--- config.mk ---
export PLATFORM = sky130hd
export DESIGN_NAME = tps_sequencer
export DESIGN_NICKNAME = d
export VERILOG_FILES = /design/src/shared/tps_pkg.sv /design/src/tps_clk_div.sv /design/src/tps_sequencer.sv
export SDC_FILE = /design/constraint.sdc
export NUM_CORES = 1
export LEC_CHECK = 0
export ABC_AREA = 1
export ABC_CLOCK_PERIOD_IN_PS = 2700
export BUFFER_PORTS_ARGS = -buffer_cell sky130_fd_sc_hd__buf_2
export CELL_PAD_IN_SITES_DETAIL_PLACEMENT = 0
export CELL_PAD_IN_SITES_GLOBAL_PLACEMENT = 1
export CORE_UTILIZATION = 43
export CTS_BUF_LIST = sky130_fd_sc_hd__clkbuf_16
export CTS_CLUSTER_DIAMETER = 100
export DETAILED_ROUTE_END_ITERATION = 8
export PLACE_DENSITY = 0.86
export SLEW_MARGIN = 20
export SYNTH_ARGS = -nofsm -noshare
export SYNTH_HDL_FRONTEND = slang
export SYNTH_SLANG_ARGS = --single-unit
export TNS_END_PERCENT = 20
--- constraint.sdc ---
create_clock -name ref_clk -period 2.7 [get_ports ref_clk]
set_clock_uncertainty 0.1 [all_clocks]
set_input_delay 0.405 -clock ref_clk [delete_from_list [all_inputs] [get_ports ref_clk]]
set_output_delay 0.405 -clock ref_clk [all_outputs]
set_load 0.01 [all_outputs]
--- src/shared/tps_pkg.sv ---
// package of register map, field positions and constants for the touch panel sequencer
package tps_pkg;
    // register byte offsets (software view)
    localparam logic [7:0] OFS_SAR_CTRL      = 8'h00; // power-down, resolution, divider
    localparam logic [7:0] OFS_MODE_CTRL     = 8'h04; // start mode, scan function, pin select
    localparam logic [7:0] OFS_PEN_TIMING    = 8'h08; // detect disable, precharge, sense
    localparam logic [7:0] OFS_STAB_TIMING   = 8'h0c; // stabilization
    localparam logic [7:0] OFS_CLK_SEL       = 8'h10; // state-machine clock source
    localparam logic [7:0] OFS_PIN_FUNC_ONE  = 8'h14; // pin one function
    localparam logic [7:0] OFS_PIN_FUNC_TWO  = 8'h18; // pin two function
    localparam logic [7:0] OFS_STATUS        = 8'h1c; // read-only state
    localparam logic [7:0] OFS_RESULT_Y      = 8'h20;
    localparam logic [7:0] OFS_RESULT_X      = 8'h24;

    // field positions
    localparam int SAR_PWRDN_BIT   = 7;
    localparam int SAR_RES_LSB     = 5;
    localparam int SAR_DIV_LSB     = 3;
    localparam int MODE_HOST_BIT   = 7;
    localparam int MODE_FUNC_LSB   = 2;
    localparam int MODE_PINSEL_LSB = 0;
    localparam int PEN_DIS_BIT     = 7;
    localparam int PEN_PRE_LSB     = 4;
    localparam int PEN_SENSE_LSB   = 0;
    localparam int STAB_LSB        = 0;
    localparam int CLK_SEL_BIT     = 7;
    localparam int PIN_FUNC_LSB    = 2;

    // field values
    localparam logic [3:0] PIN_FUNC_INDICATION = 4'hc;
    localparam logic [3:0] SCAN_FUNC_XY        = 4'h1;
    localparam logic [1:0] PINSEL_PEN          = 2'h0;
    localparam logic [1:0] PINSEL_RESULT       = 2'h1;
    localparam logic [1:0] PINSEL_EITHER       = 2'h2;

    // reset values
    localparam logic [7:0] RST_SAR_CTRL    = 8'h00;
    localparam logic [7:0] RST_MODE_CTRL   = 8'h00;
    localparam logic [7:0] RST_PEN_TIMING  = 8'h00;
    localparam logic [7:0] RST_STAB_TIMING = 8'h00;
    localparam logic [7:0] RST_CLK_SEL     = 8'h00;
    localparam logic [7:0] RST_PIN_FUNC    = 8'h00;

    // timing: phase length unit and base cycles per converter clock
    localparam int PHASE_UNIT_CYCLES = 4;  // converter clocks per field step
    localparam int CONV_CYCLES_BASE  = 4;  // converter clocks of sampling per bit group
    localparam int OSC_FREQ_KHZ      = 8200;
    localparam int REF_CLK_KHZ       = 50000;
    localparam int OSC_DIV_CYCLES    = (REF_CLK_KHZ + OSC_FREQ_KHZ - 1) / OSC_FREQ_KHZ;

    typedef enum logic [3:0] {
        TPS_IDLE, TPS_WAIT_HOST, TPS_Y_STAB, TPS_Y_CONV, TPS_PRECHARGE,
        TPS_SENSE, TPS_X_STAB, TPS_X_CONV, TPS_STORE
    } tps_state_e;
endpackage

--- src/tps_clk_div.sv ---
// converter clock tick generator: source select and divide
`timescale 1ns/1ps
`default_nettype none
module tps_clk_div #(
    parameter int OSC_DIV = 7
) (
    input  wire logic       ref_clk,
    input  wire logic       reset_n,
    input  wire logic       use_ext_clk,
    input  wire logic       ext_clk_tick,
    input  wire logic [1:0] div_sel,
    output logic            src_tick,
    output logic            conv_tick
);
    logic [7:0] osc_cnt_r;
    logic [3:0] div_cnt_r;
    logic       osc_tick;
    logic [3:0] div_limit;

    // internal oscillator modelled as a ref_clk divider
    assign osc_tick  = (osc_cnt_r == 8'(OSC_DIV - 1));
    assign src_tick  = use_ext_clk ? ext_clk_tick : osc_tick;
    assign div_limit = 4'((4'h1 << div_sel) - 4'h1);
    assign conv_tick = src_tick && (div_cnt_r >= div_limit);

    always_ff @(posedge ref_clk or negedge reset_n)
    begin
        if (!reset_n)
            osc_cnt_r <= 8'h00;
        else
            osc_cnt_r <= osc_tick ? 8'h00 : osc_cnt_r + 8'h01;
    end

    always_ff @(posedge ref_clk or negedge reset_n)
    begin
        if (!reset_n)
            div_cnt_r <= 4'h0;
        else if (conv_tick)
            div_cnt_r <= 4'h0;
        else if (src_tick)
            div_cnt_r <= div_cnt_r + 4'h1;
    end
endmodule
`default_nettype wire

--- src/tps_sequencer.sv ---
// touch panel conversion sequencer with apb registers
// Functional notes
// - clock source chosen by select bit
// - converter clock divided by divider field
// - internal oscillator nominal 8.2 MHz
// - function code 1100 routes indication pin
// - indication selects pen, result or either
// - idle grounds Y-, pulls X+ up
// - X+ detached from detector while measuring
// - debounce runs on selected source clock
// - recheck reconnects pull-up, precharges, senses
// - phase durations come from timing fields
// - detect disable bit blocks pen detection
// - mode bit selects touch or host start
// - touch start lowers pin, starts oscillator
// - Y stabilize, convert, recheck, then X
// - touch mode repeats while touched
// - host write of scan function starts
// - power-down bit ends any sequence
// - resolution field selects 8/10/12 bits
//
// Added by the designer: register access over APB and the register offsets.
`timescale 1ns/1ps
`default_nettype none
module tps_sequencer #(
    parameter int RES_W = 12
) (
    input  wire logic              ref_clk,
    input  wire logic              reset_n,
    input  wire logic              psel,
    input  wire logic              penable,
    input  wire logic              pwrite,
    input  wire logic [7:0]        paddr,
    input  wire logic [31:0]       pwdata,
    output logic                   pready,
    output logic [31:0]            prdata,
    output logic                   pslverr,
    input  wire logic              ext_clk_tick,
    input  wire logic              pen_sense_in,
    output logic                   y_drive_en,
    output logic                   x_drive_en,
    output logic                   pullup_en,
    output logic                   precharge_en,
    output logic                   panel_ground_return_en,
    output logic                   osc_run,
    output logic                   conv_start,
    output logic [1:0]             conv_res,
    output logic                   conv_is_x,
    input  wire logic              conv_done,
    input  wire logic [RES_W-1:0]  conv_data,
    output logic                   multipurpose_pin_one,
    output logic                   multipurpose_pin_two
);
    // ------------------------------------------------------------
    // registers
    // ------------------------------------------------------------
    logic [7:0]       sar_ctrl_r, mode_ctrl_r, pen_timing_r, stab_timing_r, clk_sel_r;
    logic [7:0]       pin_func_one_r, pin_func_two_r;
    logic [RES_W-1:0] result_y_r, result_x_r;
    logic             result_ready_flag_r;
    logic             host_start_r;
    logic [2:0]       pen_sync_r;
    logic             pen_stable_r;
    tps_pkg::tps_state_e state_r, state_nxt;
    logic [9:0]       phase_cnt_r, phase_cnt_nxt;
    logic             conv_start_r;
    logic [RES_W-1:0] data_y_r;

    // ------------------------------------------------------------
    // bus decode
    // ------------------------------------------------------------
    wire wr_en      = psel && penable && pwrite;
    wire rd_access  = psel && penable && !pwrite;
    wire addr_known = (paddr <= tps_pkg::OFS_RESULT_X) && (paddr[1:0] == 2'h0);
    wire wr_mode    = wr_en && (paddr == tps_pkg::OFS_MODE_CTRL);
    wire wr_status  = rd_access && (paddr == tps_pkg::OFS_STATUS);
    wire host_mode  = mode_ctrl_r[tps_pkg::MODE_HOST_BIT];
    wire pwr_down   = sar_ctrl_r[tps_pkg::SAR_PWRDN_BIT];
    wire pen_dis    = pen_timing_r[tps_pkg::PEN_DIS_BIT];
    wire scan_write = wr_mode && (pwdata[tps_pkg::MODE_FUNC_LSB +: 4] == tps_pkg::SCAN_FUNC_XY);

    assign pready  = 1'b1;
    assign pslverr = psel && penable && !addr_known;

    function automatic logic [7:0] bus_wr(input logic [7:0] old, input logic [7:0] ofs);
        bus_wr = (wr_en && paddr == ofs) ? pwdata[7:0] : old;
    endfunction

    always_ff @(posedge ref_clk or negedge reset_n)
    begin
        if (!reset_n)
        begin
            sar_ctrl_r     <= tps_pkg::RST_SAR_CTRL;
            mode_ctrl_r    <= tps_pkg::RST_MODE_CTRL;
            pen_timing_r   <= tps_pkg::RST_PEN_TIMING;
            stab_timing_r  <= tps_pkg::RST_STAB_TIMING;
            clk_sel_r      <= tps_pkg::RST_CLK_SEL;
            pin_func_one_r <= tps_pkg::RST_PIN_FUNC;
            pin_func_two_r <= tps_pkg::RST_PIN_FUNC;
        end
        else
        begin
            sar_ctrl_r     <= bus_wr(sar_ctrl_r, tps_pkg::OFS_SAR_CTRL);
            mode_ctrl_r    <= bus_wr(mode_ctrl_r, tps_pkg::OFS_MODE_CTRL);
            pen_timing_r   <= bus_wr(pen_timing_r, tps_pkg::OFS_PEN_TIMING);
            stab_timing_r  <= bus_wr(stab_timing_r, tps_pkg::OFS_STAB_TIMING);
            clk_sel_r      <= bus_wr(clk_sel_r, tps_pkg::OFS_CLK_SEL);
            pin_func_one_r <= bus_wr(pin_func_one_r, tps_pkg::OFS_PIN_FUNC_ONE);
            pin_func_two_r <= bus_wr(pin_func_two_r, tps_pkg::OFS_PIN_FUNC_TWO);
        end
    end

    logic [31:0] rd_mux;
    always_comb
    begin
        rd_mux = 32'h0000_0000;
        unique case (paddr)
            tps_pkg::OFS_SAR_CTRL:     rd_mux[7:0] = sar_ctrl_r;
            tps_pkg::OFS_MODE_CTRL:    rd_mux[7:0] = mode_ctrl_r;
            tps_pkg::OFS_PEN_TIMING:   rd_mux[7:0] = pen_timing_r;
            tps_pkg::OFS_STAB_TIMING:  rd_mux[7:0] = stab_timing_r;
            tps_pkg::OFS_CLK_SEL:      rd_mux[7:0] = clk_sel_r;
            tps_pkg::OFS_PIN_FUNC_ONE: rd_mux[7:0] = pin_func_one_r;
            tps_pkg::OFS_PIN_FUNC_TWO: rd_mux[7:0] = pin_func_two_r;
            tps_pkg::OFS_STATUS:       rd_mux[7:0] = {2'h0, pen_stable_r, result_ready_flag_r, state_r};
            tps_pkg::OFS_RESULT_Y:     rd_mux[RES_W-1:0] = result_y_r;
            tps_pkg::OFS_RESULT_X:     rd_mux[RES_W-1:0] = result_x_r;
            default:                   rd_mux = 32'h0000_0000;
        endcase
    end

    always_ff @(posedge ref_clk or negedge reset_n)
    begin
        if (!reset_n)
            prdata <= 32'h0000_0000;
        else if (psel && !penable && !pwrite)
            prdata <= rd_mux;
    end

    // ------------------------------------------------------------
    // clocking
    // ------------------------------------------------------------
    logic src_tick, conv_tick;
    tps_clk_div #(
        .OSC_DIV (tps_pkg::OSC_DIV_CYCLES)
    ) u_clk_div (
        .ref_clk      (ref_clk),
        .reset_n      (reset_n),
        .use_ext_clk  (clk_sel_r[tps_pkg::CLK_SEL_BIT]),
        .ext_clk_tick (ext_clk_tick),
        .div_sel      (sar_ctrl_r[tps_pkg::SAR_DIV_LSB +: 2]),
        .src_tick     (src_tick),
        .conv_tick    (conv_tick)
    );

    // ------------------------------------------------------------
    // pen detect and debounce
    // ------------------------------------------------------------
    always_ff @(posedge ref_clk or negedge reset_n)
    begin
        if (!reset_n)
        begin
            pen_sync_r   <= 3'h7;
            pen_stable_r <= 1'b1;
        end
        else
        begin
            pen_sync_r <= {pen_sync_r[1:0], pen_sense_in};
            if (src_tick && (pen_sync_r[2] == pen_sync_r[1]))
                pen_stable_r <= pen_sync_r[2];
        end
    end

    // low on sense means touched; blocked when detection is off
    wire touched = !pen_stable_r && !pen_dis;

    // ------------------------------------------------------------
    // sequencer
    // ------------------------------------------------------------
    wire [9:0] stab_len  = 10'({stab_timing_r[tps_pkg::STAB_LSB +: 3], 2'h0}) + 10'h004;
    wire [9:0] pre_len   = 10'({pen_timing_r[tps_pkg::PEN_PRE_LSB +: 3], 2'h0}) + 10'h004;
    wire [9:0] sense_len = 10'({pen_timing_r[tps_pkg::PEN_SENSE_LSB +: 3], 2'h0}) + 10'h004;
    wire       phase_end = conv_tick && (phase_cnt_r == 10'h001);
    wire       in_seq    = (state_r != tps_pkg::TPS_IDLE) && (state_r != tps_pkg::TPS_WAIT_HOST);

    always_comb
    begin
        state_nxt     = state_r;
        phase_cnt_nxt = (conv_tick && phase_cnt_r != 10'h000) ? phase_cnt_r - 10'h001 : phase_cnt_r;
        unique case (state_r)
            tps_pkg::TPS_IDLE:
                if (touched && !pwr_down)
                begin
                    state_nxt     = host_mode ? tps_pkg::TPS_WAIT_HOST : tps_pkg::TPS_Y_STAB;
                    phase_cnt_nxt = stab_len;
                end
            tps_pkg::TPS_WAIT_HOST:
                if (scan_write)
                begin
                    state_nxt     = tps_pkg::TPS_Y_STAB;
                    phase_cnt_nxt = stab_len;
                end
                else if (!touched)
                    state_nxt = tps_pkg::TPS_IDLE;
            tps_pkg::TPS_Y_STAB:
                if (phase_end)
                    state_nxt = tps_pkg::TPS_Y_CONV;
            tps_pkg::TPS_Y_CONV:
                if (conv_done)
                begin
                    state_nxt     = tps_pkg::TPS_PRECHARGE;
                    phase_cnt_nxt = pre_len;
                end
            tps_pkg::TPS_PRECHARGE:
                if (phase_end)
                begin
                    state_nxt     = tps_pkg::TPS_SENSE;
                    phase_cnt_nxt = sense_len;
                end
            tps_pkg::TPS_SENSE:
                if (phase_end)
                begin
                    state_nxt     = touched ? tps_pkg::TPS_X_STAB : tps_pkg::TPS_IDLE;
                    phase_cnt_nxt = stab_len;
                end
            tps_pkg::TPS_X_STAB:
                if (phase_end)
                    state_nxt = tps_pkg::TPS_X_CONV;
            tps_pkg::TPS_X_CONV:
                if (conv_done)
                    state_nxt = tps_pkg::TPS_STORE;
            tps_pkg::TPS_STORE:
            begin
                // repeat only in touch mode with touch still present
                state_nxt     = (!host_mode && touched) ? tps_pkg::TPS_Y_STAB : tps_pkg::TPS_IDLE;
                phase_cnt_nxt = stab_len;
            end
            default:
                state_nxt = tps_pkg::TPS_IDLE;
        endcase
        if (pwr_down)
            state_nxt = tps_pkg::TPS_IDLE;
    end

    always_ff @(posedge ref_clk or negedge reset_n)
    begin
        if (!reset_n)
        begin
            state_r     <= tps_pkg::TPS_IDLE;
            phase_cnt_r <= 10'h000;
        end
        else
        begin
            state_r     <= state_nxt;
            phase_cnt_r <= phase_cnt_nxt;
        end
    end

    // one-cycle start on entering a conversion state
    always_ff @(posedge ref_clk or negedge reset_n)
    begin
        if (!reset_n)
            conv_start_r <= 1'b0;
        else
            conv_start_r <= (state_nxt != state_r) &&
                            (state_nxt == tps_pkg::TPS_Y_CONV || state_nxt == tps_pkg::TPS_X_CONV);
    end

    always_ff @(posedge ref_clk or negedge reset_n)
    begin
        if (!reset_n)
        begin
            data_y_r   <= '0;
            result_y_r <= '0;
            result_x_r <= '0;
        end
        else
        begin
            if (state_r == tps_pkg::TPS_Y_CONV && conv_done)
                data_y_r <= conv_data;
            if (state_r == tps_pkg::TPS_X_CONV && conv_done)
            begin
                result_y_r <= data_y_r;
                result_x_r <= conv_data;
            end
        end
    end

    // set wins over the clearing status read
    always_ff @(posedge ref_clk or negedge reset_n)
    begin
        if (!reset_n)
            result_ready_flag_r <= 1'b0;
        else if (state_r == tps_pkg::TPS_STORE)
            result_ready_flag_r <= 1'b1;
        else if (wr_status)
            result_ready_flag_r <= 1'b0;
    end

    always_ff @(posedge ref_clk or negedge reset_n)
    begin
        if (!reset_n)
            host_start_r <= 1'b0;
        else
            host_start_r <= in_seq;
    end

    // ------------------------------------------------------------
    // panel drivers and converter
    // ------------------------------------------------------------
    wire measuring = (state_r == tps_pkg::TPS_Y_STAB) || (state_r == tps_pkg::TPS_Y_CONV) ||
                     (state_r == tps_pkg::TPS_X_STAB) || (state_r == tps_pkg::TPS_X_CONV);

    assign y_drive_en   = (state_r == tps_pkg::TPS_Y_STAB) || (state_r == tps_pkg::TPS_Y_CONV);
    assign x_drive_en   = (state_r == tps_pkg::TPS_X_STAB) || (state_r == tps_pkg::TPS_X_CONV);
    assign panel_ground_return_en = !measuring && !pen_dis;
    assign pullup_en    = !measuring && !pen_dis;
    assign precharge_en = (state_r == tps_pkg::TPS_PRECHARGE);
    assign osc_run      = touched || host_start_r;
    assign conv_start   = conv_start_r;
    assign conv_res     = sar_ctrl_r[tps_pkg::SAR_RES_LSB +: 2];
    assign conv_is_x    = x_drive_en;

    // ------------------------------------------------------------
    // indication pins, active low
    // ------------------------------------------------------------
    logic [1:0] pin_sel;
    logic       indication_n;
    assign pin_sel = mode_ctrl_r[tps_pkg::MODE_PINSEL_LSB +: 2];
    always_comb
    begin
        unique case (pin_sel)
            tps_pkg::PINSEL_RESULT: indication_n = !result_ready_flag_r;
            tps_pkg::PINSEL_EITHER: indication_n = !(touched || result_ready_flag_r);
            default:                indication_n = !touched;
        endcase
    end

    wire route_one = pin_func_one_r[tps_pkg::PIN_FUNC_LSB +: 4] == tps_pkg::PIN_FUNC_INDICATION;
    wire route_two = pin_func_two_r[tps_pkg::PIN_FUNC_LSB +: 4] == tps_pkg::PIN_FUNC_INDICATION;
    assign multipurpose_pin_one = route_one ? indication_n : 1'b0;
    assign multipurpose_pin_two = route_two ? indication_n : 1'b0;
endmodule
`default_nettype wire

==> run summary <==
Drt pass-1 iters = 5
Setup crit start kind = flip-flop
Top-Level Pins = 106
Clock power frac = 0.414
RePlAce Congestion = 0.839
Sinks on Clock Net = 137
Outcome = completed
R2r endpoint = phase_cnt_r[4]
H-tree Lvls = 4
Leak = 0.00422 µW
Setup ws final = 114 ps
Most frequent cell after synthesis = nand2_1
CTS buffer count = 17
Final hold violation count = 0
Data arrival time of the critical path = 2080 ps
Drc violations = 0
Flop-to-flop setup slack = 390 ps
Post-Syn Area = 7200 µm²
Top FF cell, synth = dfrtp_1
Sequential share of the synthesized area = 0.477
Worst-case hold path end point = data_y_r[10]
Initial Util = 0.447
Share of the synthesized area in the top cell type = 0.462
Seq pwr share = 0.413
Clock-pin slew of the registers on the worst-case setup and hold paths = 60 ps
#FFs+latches synth = 137
Number of flops mapped to enable cells by yosys = 0
Post-synthesis mux area share = 0.00782
Most frequent cells after synthesis = 247 x nand2_1, 133 x dfrtp_1, 92 x inv_1
DRT Wirelength = 18100 µm
Least-Margin Pin Slew = 627 ps
Kind of critical path = flip-flop to output port
Iter 0 DRT Violations = 552
Core ar. = 16100 µm²
Die area = 17300 µm²
Share of synthesized registers carrying an async set or reset = 1.00
Fraction of layout cells with a size suffix above 1 = 0.172
Die width = 131 µm
Synth Area in Simple Gates = 0.266
RR Startpoint = sar_ctrl_r[4]
Hold Startpoint = conv_data[10]
N_diodes = 0
Vias in the first global route = 5638
Unrepaired setup endpoints after global routing = true
Maximum VDD drop = 0.520 mV
Pin count of the biggest net entering global routing = 63
Combinational Power Share = 0.174
WHS Path Cells = 3
Hold Path Class = input pin to flip-flop
Worst Reg-to-Reg Cells = 11
Required @ worst endpoint = 2190 ps
CTS tree = done
Longest Clk Path Bufs = 2
Complex-gate fraction of the synthesized area = 0.110
Largest family of logic cells by synthesized area = simple AND/OR/NAND/NOR gates
WL/cell = 15.3 µm
Root Driver = clkbuf_16
Period utilization = 0.958
GRT Overall Usage = 0.224
Psw = 1730 µW
Post-route setup TNS = 0 ps
Worst-Skew Late Latency = 430 ps
Post-Synthesis Cells = 894
Synth Area in XOR/XNOR = 0.0146
Max-cap violations = 0
Max Slew Vio Count = 0
Area grow syn2layout = 14.6%
Final min period = 2590 ps
Antenna-violating nets left = 0
DP HPWL = 12900 µm
Gr ovfl total = 0
Adder-Cell Fraction of Synth Area = 0.0243
Total internal power = 4050 µW
CP max FO = 4
Row count = 46
Vert. Die Dim = 131 µm
Initial antenna violation count = 0
Avg Synthesized Cell Area = 8.06 µm²
First-pass GRT wire length = 30000 µm
Total vias in the final route = 5975
Area leader, netlist = dfrtp_1
Detail-routed via count per cell = 5.03
Yosys warnings = 0
Sw Share = 0.299
Post-synth cell types = 43
Fin nets = 1032
Power density cells = 700 nW/µm²
Critical path endpoint category = output port
I/O Buffers = 60
WHS = 105 ps
Post-CTS setup buffers = 0
Slew HR = 0.582
Largest cells by area after synthesis = dfrtp_1 46%, nand2_1 13%, o21ai_0 5.8%
Fmax achieved = 0.387 GHz
DP Worst Slack = 405 ps
Final Setup Violations = 0
-- layout by cell type, fill, tap and decap left out, types with 2 or more instances in the layout --
| cell type | count |
|---|---|
| nor2_4 | 4 |
| o21ai_1 | 20 |
| nand3_4 | 2 |
| dfstp_2 | 4 |
| a31oi_1 | 8 |
| clkinv_1 | 2 |
| o22ai_1 | 6 |
| nor2_2 | 8 |
| o21ai_0 | 83 |
| inv_2 | 16 |
| inv_1 | 93 |
| o211ai_1 | 2 |
| nor3_1 | 15 |
| nand3_2 | 8 |
| mux2_2 | 5 |
| a21oi_1 | 19 |
| dfrtp_1 | 133 |
| clkbuf_16 | 17 |
| nand2_4 | 2 |
| nand3_1 | 49 |
| xnor2_1 | 4 |
| nor2_1 | 54 |
| inv_6 | 3 |
| xor2_1 | 8 |
| or2_2 | 3 |
| buf_2 | 59 |
| nand4_1 | 11 |
| bufinv_16 | 3 |
| nand2_2 | 12 |
| ha_1 | 14 |
| nand2_1 | 247 |
| clkinvlp_4 | 2 |
| clkinv_4 | 3 |
| nor4_1 | 2 |
| conb_1 | 22 |
| dlygate4sd3_1 | 2 |
| a2bb2oi_1 | 4 |
| buf_4 | 9 |
-- how the worst max path moves through the flow --
stage	startpoint	to	slack (ps)	cells after the start
3_3_place_gp	sar_ctrl_r[4]	phase_cnt_r[4]	430	11
3_5_place_dp	sar_ctrl_r[4]	phase_cnt_r[4]	400	11
4_1_cts	pen_timing_r[7]	multipurpose_pin_two	40	7
5_1_grt	pen_timing_r[7]	multipurpose_pin_two	-9	7
6_report	pen_timing_r[7]	multipurpose_pin_two	110	7
2_1_floorplan	sar_ctrl_r[4]	phase_cnt_r[4]	640	11
-- registers in the layout, indices dropped and copies added, names as in the netlist, 10 cells and up --
register / count
data_y_r: 12
phase_cnt_r: 10
prdata: 12
result_x_r: 12
result_y_r: 12
-- layout make-up --
cell class | instances | area [µm²]
fillers | 1592 | 7860
flip-flops and latches | 137 | 3430
multi-input cells | 622 | 3130
clock buffers | 17 | 425
repair buffers | 72 | 414
inverters | 108 | 405
well taps | 216 | 270
clock inverters | 15 | 174
-- critical path, stage by stage (launching register included) --
cell,delay [ps]
dfrtp_1,450
nor2_2,240
inv_1,130
a21oi_1,150
nor3_1,60
a21oi_1,320
nor3_1,130
buf_2,170
-- per-stage QoR --
stage          area (µm²)  power [µW]  instances  utilization
5_1_grt              8260        6060       1187        0.512
3_5_place_dp         7630        3420       1153        0.474
3_3_place_gp         7630        3400       1153        0.474
2_1_floorplan        7280        3130        914            -
4_1_cts              8250        5820       1187        0.512
6_report             8260        5780       1187        0.512
-- power groups by stage --
stage	sequential, µW	combinational (µW)	clock, µW
floorplan	2390	744	0
global placement	2420	985	0
detailed placement	2420	1000	0
CTS	2390	1010	2430
global route	2420	1150	2500
finish	2380	1000	2390
-- routing by layer --
| metal | wire length [µm] | up-vias | share of wire | GRT usage |
|---|---|---|---|---|
| met2 | 8500 | 171 | 0.47 | 0.360 |
| met3 | 897 | 19 | 0.050 | 0.0378 |
| li1 | - | 2963 | - | - |
| met4 | 242 | 0 | 0.013 | 0.0743 |
| met1 | 8490 | 2822 | 0.47 | 0.307 |
| met5 | 0 | - | 0 | 0 |
-- cell families after synthesis --
logic type               Yosys count
XOR/XNOR                          12
flip-flops                       137
buffers and inverters            155
multiplexers                       5
AO/OA/AOI/OAI                    147
adder cells (fa/ha/maj)           14
AND/OR/NAND/NOR                  422
other                              2
-- what timing repair did --
action                                  in CTS  in global routing
resized for setup                            0                  1
endpoints found under the hold margin       60                  0
hold buffers                                 2                  0
endpoints found under the setup margin       0                  2
No activity file was read; power rests on OpenSTA's default activity.
